===== src/mgc_pkg.sv =====
// mixer gain control register bank: constants, register map and carrier types
package mgc_pkg;

  localparam int          NUM_REGS   = 9;
  localparam int          NUM_STEREO = 5;

  // register indices on the serial link command address
  localparam logic [6:0]  IDX_RESET   = 7'h00;
  localparam logic [6:0]  IDX_PHONE   = 7'h0C;
  localparam logic [6:0]  IDX_MIC     = 7'h0E;
  localparam logic [6:0]  IDX_LINE    = 7'h10;
  localparam logic [6:0]  IDX_CD      = 7'h12;
  localparam logic [6:0]  IDX_VIDEO   = 7'h14;
  localparam logic [6:0]  IDX_AUX     = 7'h16;
  localparam logic [6:0]  IDX_PCM     = 7'h18;
  localparam logic [6:0]  IDX_REC_SEL = 7'h1A;
  localparam logic [6:0]  IDX_REC_GN  = 7'h1C;

  // slot numbers inside the bank
  localparam int          SLOT_PHONE   = 0;
  localparam int          SLOT_MIC     = 1;
  localparam int          SLOT_STEREO0 = 2;
  localparam int          SLOT_REC_SEL = 7;
  localparam int          SLOT_REC_GN  = 8;

  // field positions
  localparam int          MUTE_BIT   = 15;
  localparam int          BOOST_BIT  = 6;
  localparam int          LEFT_LSB   = 8;
  localparam int          RIGHT_LSB  = 0;

  // reset values, slot 8 first
  localparam logic [NUM_REGS-1:0][15:0] RST_TABLE = {
    16'h8000, 16'h0000, 16'h8808, 16'h8808, 16'h8808,
    16'h8808, 16'h8808, 16'h8008, 16'h8008};

  // writable bits; everything else is reserved and reads zero
  localparam logic [NUM_REGS-1:0][15:0] MASK_TABLE = {
    16'h8F0F, 16'h0707, 16'h9F1F, 16'h9F1F, 16'h9F1F,
    16'h9F1F, 16'h9F1F, 16'h805F, 16'h801F};

  // gain coding of the 5-bit mixer codes, 1.5 dB per step
  localparam logic [4:0]  CODE_PLUS12 = 5'h00;
  localparam logic [4:0]  CODE_0DB    = 5'h08;
  localparam logic [4:0]  CODE_MIN    = 5'h1F;
  localparam int          STEP_MDB    = 1500;
  localparam int          BOOST_MDB   = 20000;
  localparam logic [3:0]  REC_CODE_MAX = 4'hF;
  localparam logic [2:0]  SRC_MIC     = 3'h0;

  typedef struct packed {
    logic       silence;
    logic [4:0] left_code;
    logic [4:0] right_code;
  } mgc_stereo_type;

  typedef struct packed {
    logic       silence;
    logic       boost;
    logic [4:0] code;
  } mgc_mono_type;

  typedef struct packed {
    logic [2:0] left_src;
    logic [2:0] right_src;
    logic       input_mute;
    logic [3:0] left_gain;
    logic [3:0] right_gain;
  } mgc_record_type;

  typedef struct packed {
    logic       valid;
    logic       read;
    logic [6:0] index;
    logic [15:0] data;
  } mgc_cmd_type;

endpackage


===== src/mgc_regs.sv =====
// mixer gain control register bank with decoded analog settings
// Functional notes
// boost bit adds 20 dB to microphone
// microphone mute silences regardless of gain code
// line left code 5 bits, default muted
// line mute bit silences line input
// pcm left code 5 bits, default muted
// pcm mute bit silences pcm output
// code 00000 +12, 01000 0, mute infinite
// left and right record sources independent
// record select resets to microphone, zero
// record gain 4 bits, 1.5 dB steps
// record mute bit attenuates adc input fully
// phone, cd, video, aux have mute bit 15
// reserved bits read zero, ignore writes
// odd index aliases next lower even index
// any reset register write restores defaults
`timescale 1ns/10ps
module mgc_regs (
  input  wire logic                                       i_clk_sys,
  input  wire logic                                       i_rst,
  input  wire mgc_pkg::mgc_cmd_type                       i_cmd,
  output logic                                            o_rd_valid,
  output logic [15:0]                                     o_rd_data,
  output mgc_pkg::mgc_mono_type                           o_phone,
  output mgc_pkg::mgc_mono_type                           o_mic,
  output mgc_pkg::mgc_stereo_type [mgc_pkg::NUM_STEREO-1:0] o_stereo,
  output mgc_pkg::mgc_record_type                         o_record
);

  logic [15:0] regs [mgc_pkg::NUM_REGS];
  logic [15:0] next_rd_data;

  // command decode; the low index bit is dropped so odd indices alias
  wire logic [6:0] even_idx  = {i_cmd.index[6:1], 1'b0};
  wire logic       wr_hit    = i_cmd.valid & ~i_cmd.read;
  wire logic       rd_hit    = i_cmd.valid & i_cmd.read;
  wire logic       reset_hit = wr_hit & (even_idx == mgc_pkg::IDX_RESET);
  wire logic       in_range  = (even_idx >= mgc_pkg::IDX_PHONE) &&
                               (even_idx <= mgc_pkg::IDX_REC_GN);
  wire logic [6:0] off       = even_idx - mgc_pkg::IDX_PHONE;
  wire logic [3:0] slot      = off[4:1];

  // one storage word per slot; writes are masked so reserved bits stay zero
  for (genvar g = 0; g < mgc_pkg::NUM_REGS; g++) begin : g_reg
    wire logic sel = wr_hit & in_range & (slot == 4'(g));
    always_ff @(posedge i_clk_sys) begin
      if (i_rst || reset_hit) begin
        regs[g] <= mgc_pkg::RST_TABLE[g];
      end else if (sel) begin
        regs[g] <= i_cmd.data & mgc_pkg::MASK_TABLE[g];
      end
    end
  end

  // read mux; unmapped and reset-register reads return zero since the
  // identification word belongs to the link controller, not this bank
  always_comb begin
    next_rd_data = 16'h0000;
    if (in_range) begin
      next_rd_data = regs[slot];
    end
  end

  always_ff @(posedge i_clk_sys) begin
    if (i_rst) begin
      o_rd_valid <= 1'b0;
      o_rd_data  <= 16'h0000;
    end else begin
      o_rd_valid <= rd_hit;
      o_rd_data  <= rd_hit ? next_rd_data : o_rd_data;
    end
  end

  // mono source decode; mute wins over any gain code
  always_ff @(posedge i_clk_sys) begin
    if (i_rst) begin
      o_phone <= '0;
      o_mic   <= '0;
    end else begin
      o_phone.silence <= regs[mgc_pkg::SLOT_PHONE][mgc_pkg::MUTE_BIT];
      o_phone.boost   <= 1'b0;
      o_phone.code    <= regs[mgc_pkg::SLOT_PHONE][4:0];
      o_mic.silence   <= regs[mgc_pkg::SLOT_MIC][mgc_pkg::MUTE_BIT];
      o_mic.boost     <= regs[mgc_pkg::SLOT_MIC][mgc_pkg::BOOST_BIT];
      o_mic.code      <= regs[mgc_pkg::SLOT_MIC][4:0];
    end
  end

  // stereo sources: line, cd, video, aux, pcm in that order
  for (genvar k = 0; k < mgc_pkg::NUM_STEREO; k++) begin : g_st
    wire logic [15:0] w = regs[mgc_pkg::SLOT_STEREO0 + k];
    always_ff @(posedge i_clk_sys) begin
      if (i_rst) begin
        o_stereo[k] <= '0;
      end else begin
        o_stereo[k].silence    <= w[mgc_pkg::MUTE_BIT];
        o_stereo[k].left_code  <= w[mgc_pkg::LEFT_LSB +: 5];
        o_stereo[k].right_code <= w[mgc_pkg::RIGHT_LSB +: 5];
      end
    end
  end

  // record path; each adc channel follows its own selector
  wire logic [15:0] rs = regs[mgc_pkg::SLOT_REC_SEL];
  wire logic [15:0] rg = regs[mgc_pkg::SLOT_REC_GN];
  always_ff @(posedge i_clk_sys) begin
    if (i_rst) begin
      o_record <= '0;
    end else begin
      o_record.left_src   <= rs[mgc_pkg::LEFT_LSB +: 3];
      o_record.right_src  <= rs[mgc_pkg::RIGHT_LSB +: 3];
      o_record.input_mute <= rg[mgc_pkg::MUTE_BIT];
      o_record.left_gain  <= rg[mgc_pkg::LEFT_LSB +: 4];
      o_record.right_gain <= rg[mgc_pkg::RIGHT_LSB +: 4];
    end
  end
endmodule


===== config.mk =====
export PLATFORM = sky130hd
export DESIGN_NAME = mgc_regs
export DESIGN_NICKNAME = d
export VERILOG_FILES = /design/src/mgc_pkg.sv /design/src/mgc_regs.sv
export SDC_FILE = /design/constraint.sdc
export NUM_CORES = 1
export LEC_CHECK = 0
export BUFFER_PORTS_ARGS = -buffer_cell sky130_fd_sc_hd__clkbuf_2
export CELL_PAD_IN_SITES_DETAIL_PLACEMENT = 0
export CELL_PAD_IN_SITES_GLOBAL_PLACEMENT = 1
export CORE_ASPECT_RATIO = 0.6
export CORE_MARGIN = 3
export CORE_UTILIZATION = 40
export DETAILED_ROUTE_END_ITERATION = 8
export PLACE_DENSITY_LB_ADDON = 0.2
export RECOVER_POWER = 50
export SETUP_SLACK_MARGIN = 0.2
export SKIP_CTS_REPAIR_TIMING = 1
export SLEW_MARGIN = 5
export SYNTH_ARGS = -nofsm -noshare
export SYNTH_HDL_FRONTEND = slang
export SYNTH_SLANG_ARGS = --single-unit

===== constraint.sdc =====
create_clock -name i_clk_sys -period 3.6 [get_ports i_clk_sys]
set_input_delay 0.54 -clock i_clk_sys [delete_from_list [all_inputs] [get_ports i_clk_sys]]
set_output_delay 0.54 -clock i_clk_sys [all_outputs]
set_load 0.005 [all_outputs]

==> results.md <==
* Nature of the critical path endpoint: register
* Dominant cell type by area after synthesis: edfxtp_1
* Wire per inst at around 20 um
* Die ar. at 0.0182 sq mm
* I/O Buffers at between 100 and 150
* Most used DFF post-synth: dfxtp_1
* Drt first-iter violations at 374
* CTS tree: yes
* Worst Hold Depth at 2
* Synth Register Bits at between 150 and 200
* Yosys Warn Count at 0
* Worst EP required at 3.72 ns
* Multi-input gate area at 0.00206 sq mm
* Cell area after placement at between 0.007 and 0.008 sq mm
* Crit Path Category: input port to register
* Slew headroom at -0.114
* Netlist cell types at 44
* Final period util at 0.762
* GR Overflow Total at 0
* EDFF count, synth at 83
* Fmax at 365 MHz
* I/O Pins at 128
* Number of diodes at 0
* Worst R2R Path Depth at 4
* Die width at 172 um
* Status: complete, but fails checks
* Actual slew at the worst max-slew pin at 1.67 ns
* Setup slack, reg-to-reg at 1.97 ns
* GR Util All Layers at 0.192
* Vias in the first global route at 4,399
* Clock sinks at 179
* Vias/cell at 5.17
* Final period demand of the worst path at 2.74 ns
* Synth top area cells: edfxtp_1, dfxtp_1, nor2b_1, mux4_2, and2_1
* H-tree Lvls at 4
* DP HPWL at 12,300 um
* Worst Hold End: regs[1][5]
* Post-route ant nets at 0
* Startpoint Class: input port
* RSZ-0062 raised after global routing: false
* Storage element area at roughly 0.0044 sq mm
* Row cnt at 35
* Core ar. at 0.0158 sq mm
* Failing checks: capacitance limit, slew limit
* Largest delay share family, worst path: compound AO/OA/AOI/OAI gates
* First-pass GRT wire length at roughly 26,000 um
* CTS max path bufs at 2
* Top-area cell type share of the netlist area at 0.376
* Max Slew Vio Count at 88
* Reg2Reg Launch Point: regs[3][1]
* Post-Place Setup Slack at 0.475 ns
* DRT Pass-1 Iters at 6
* Critical Path Most Common Cell: buf_4
* # setup viols final at 0
* Leak at around 3.1 nW
* Clk_skew at 0.0115 ns
* Clock-pin slew on the worst setup and hold paths at 0.07 ns
* Buf/Inv on CP at 3
* Share of cells above drive strength 1 at 0.225
* Nets at 669
* HP Class: input port to register
* Routability congestion estimate at roughly 0.9
* Cells after Synth at between 500 and 600
* CP Data Arrival Time at about 2.9 ns
* Placed cells at 825
* Initial Utilization at 0.420
* Async SR Flop Fraction at 0
* Power Density at 559 mW/mm^2
* Crit path max fanout at 15
* Maximum vdd drop at 0.000333 V
* Setup TNS at 0 ns
* Die Y at between 100 and 150 um
* Cts bufs inserted at 17
* DR vias at roughly 4.4k
* Clock root buffer: clkbuf_16
* Worst setup margin at between 0.8 and 0.9 ns
* Clk_lat worst skew at 0.42 ns
* Number of max-cap violations at 1
* Cell breakdown of the critical path: clkbuf_2 -> ha_1 -> nand2b_1 -> a2111o_1 -> buf_4 -> o31ai_1 -> buf_4
* Crit path largest cell delay at 0.64 ns
* # DRC at 0
* Largest net degree at the start of global routing at 88
* Min-Delay Startpoint: i_cmd[6]
* Post-route cell area at 0.00800 sq mm
* Register area share after synthesis at 0.667
* Final-report hold violation count at 0
* Layout filler cell count at 1,418
* Reg-to-Reg End: o_rd_data[1]
* Slowest cell on crit path: o31ai_1
* Avg Inst Size Synth at 12.8 sq um
* Synthesis-to-finish area growth at 20.8%
* Initial antenna violation count at 0
* Finished Layout Cells at roughly 860
* Overall routed net length at around 17,000 um
* Mapped Area at around 0.0066 sq mm
## metal layers
metal	vias to the layer above	global-route usage	wire [um]
met5	-	0	0
met3	17	0.0472	1350
li1	2045	-	-
met1	2189	0.282	7980
met2	178	0.283	7470
met4	0	0.0558	198
## worst register-to-register path, stage by stage, from the launching register on
cell and delay, ns:
edfxtp_1 0.44, mux4_2 0.46, nor2b_1 0.14, a211oi_1 0.35, o31ai_1 0.12
## logic make-up (layout without fill, tap and decap cells)
kind of cell,Yosys count,count (layout),share of synthesized area
other,1,5,0.000566
XOR/XNOR,2,2,0.00265
flip-flops,179,179,0.667
buffers and inverters,36,169,0.0249
AO/OA/AOI/OAI,37,37,0.0404
adder cells (fa/ha/maj),1,1,0.00189
AND/OR/NAND/NOR,239,239,0.206
multiplexers,22,22,0.0573
## layout by cell type, fill, tap and decap left out, types with 3 or more instances in the layout
master      n
a211oi_1    5
a21oi_1     5
a221oi_1    4
and2_1     30
and3_1     19
buf_4      18
clkbuf_1   47
clkbuf_16  18
clkbuf_2   69
clkinv_2    4
conb_1      5
dfxtp_1    96
edfxtp_1   83
inv_6       4
mux2_2      7
mux2i_1     3
mux4_2     12
nand2_1    36
nand2b_1   14
nor2_1     30
nor2b_1    89
nor4_1      4
nor4_2      3
o21ai_0     3
o31ai_1    12
## area by class of cell
| cell class | instances | share of cell area |
|---|---|---|
| Multi-Input combinational cell | 306 | 0.258 |
| Clock inverter | 14 | 0.0185 |
| Sequential cell | 179 | 0.552 |
| Clock buffer | 18 | 0.0563 |
| Inverter | 1 | 0.000469 |
| Tap cell | 203 | 0.0318 |
| Timing Repair Buffer | 136 | 0.0831 |
## Yosys cell counts (7+ instances only)
| cell | instances |
|---|---|
| mux4_2 | 12 |
| nand2_1 | 36 |
| edfxtp_1 | 83 |
| nor2_1 | 30 |
| nand2b_1 | 14 |
| and3_1 | 19 |
| mux2_2 | 7 |
| and2_1 | 30 |
| clkbuf_1 | 24 |
| o31ai_1 | 12 |
| dfxtp_1 | 96 |
| nor2b_1 | 89 |
## where the power goes
| part | internal [W] | switching (W) | total (W) |
|---|---|---|---|
| clock network | 0.00107 | 0.000792 | 0.00187 |
| registers | 0.00223 | 0.0000476 | 0.00228 |
| logic | 0.000130 | 0.000195 | 0.000325 |
## worst max-delay path by stage
stage	start	cells past startpoint	to	slack, ns
after global routing	i_rst	5	o_rd_data[15]	0.49
final	i_cmd[18]	7	regs[2][9]	0.86
after global placement	i_cmd[18]	7	regs[8][6]	0.54
after floorplan	i_cmd[18]	6	regs[5][0]	0.57
after CTS	i_cmd[18]	7	regs[8][1]	0.92
after detailed placement	i_cmd[18]	7	regs[8][6]	0.47
## registers in the layout (all words and copies together), names as in the netlist
| name | cells |
|---|---|
| o_phone | 6 |
| o_stereo | 55 |
| regs | 83 |
| o_rd_data | 12 |
| o_mic | 7 |
| o_rd_valid | 1 |
| o_record | 15 |
## per-stage QoR
stage	power, W	util	hold WS, ns
2_1_floorplan	0.00248	-	0.444
5_1_grt	0.00462	0.507	0.431
4_1_cts	0.00451	0.511	0.421
3_5_place_dp	0.00265	0.473	0.451
3_3_place_gp	0.00265	0.473	0.452
6_report	0.00447	0.507	0.425
Note: power is estimated with default switching activity, not from simulation.
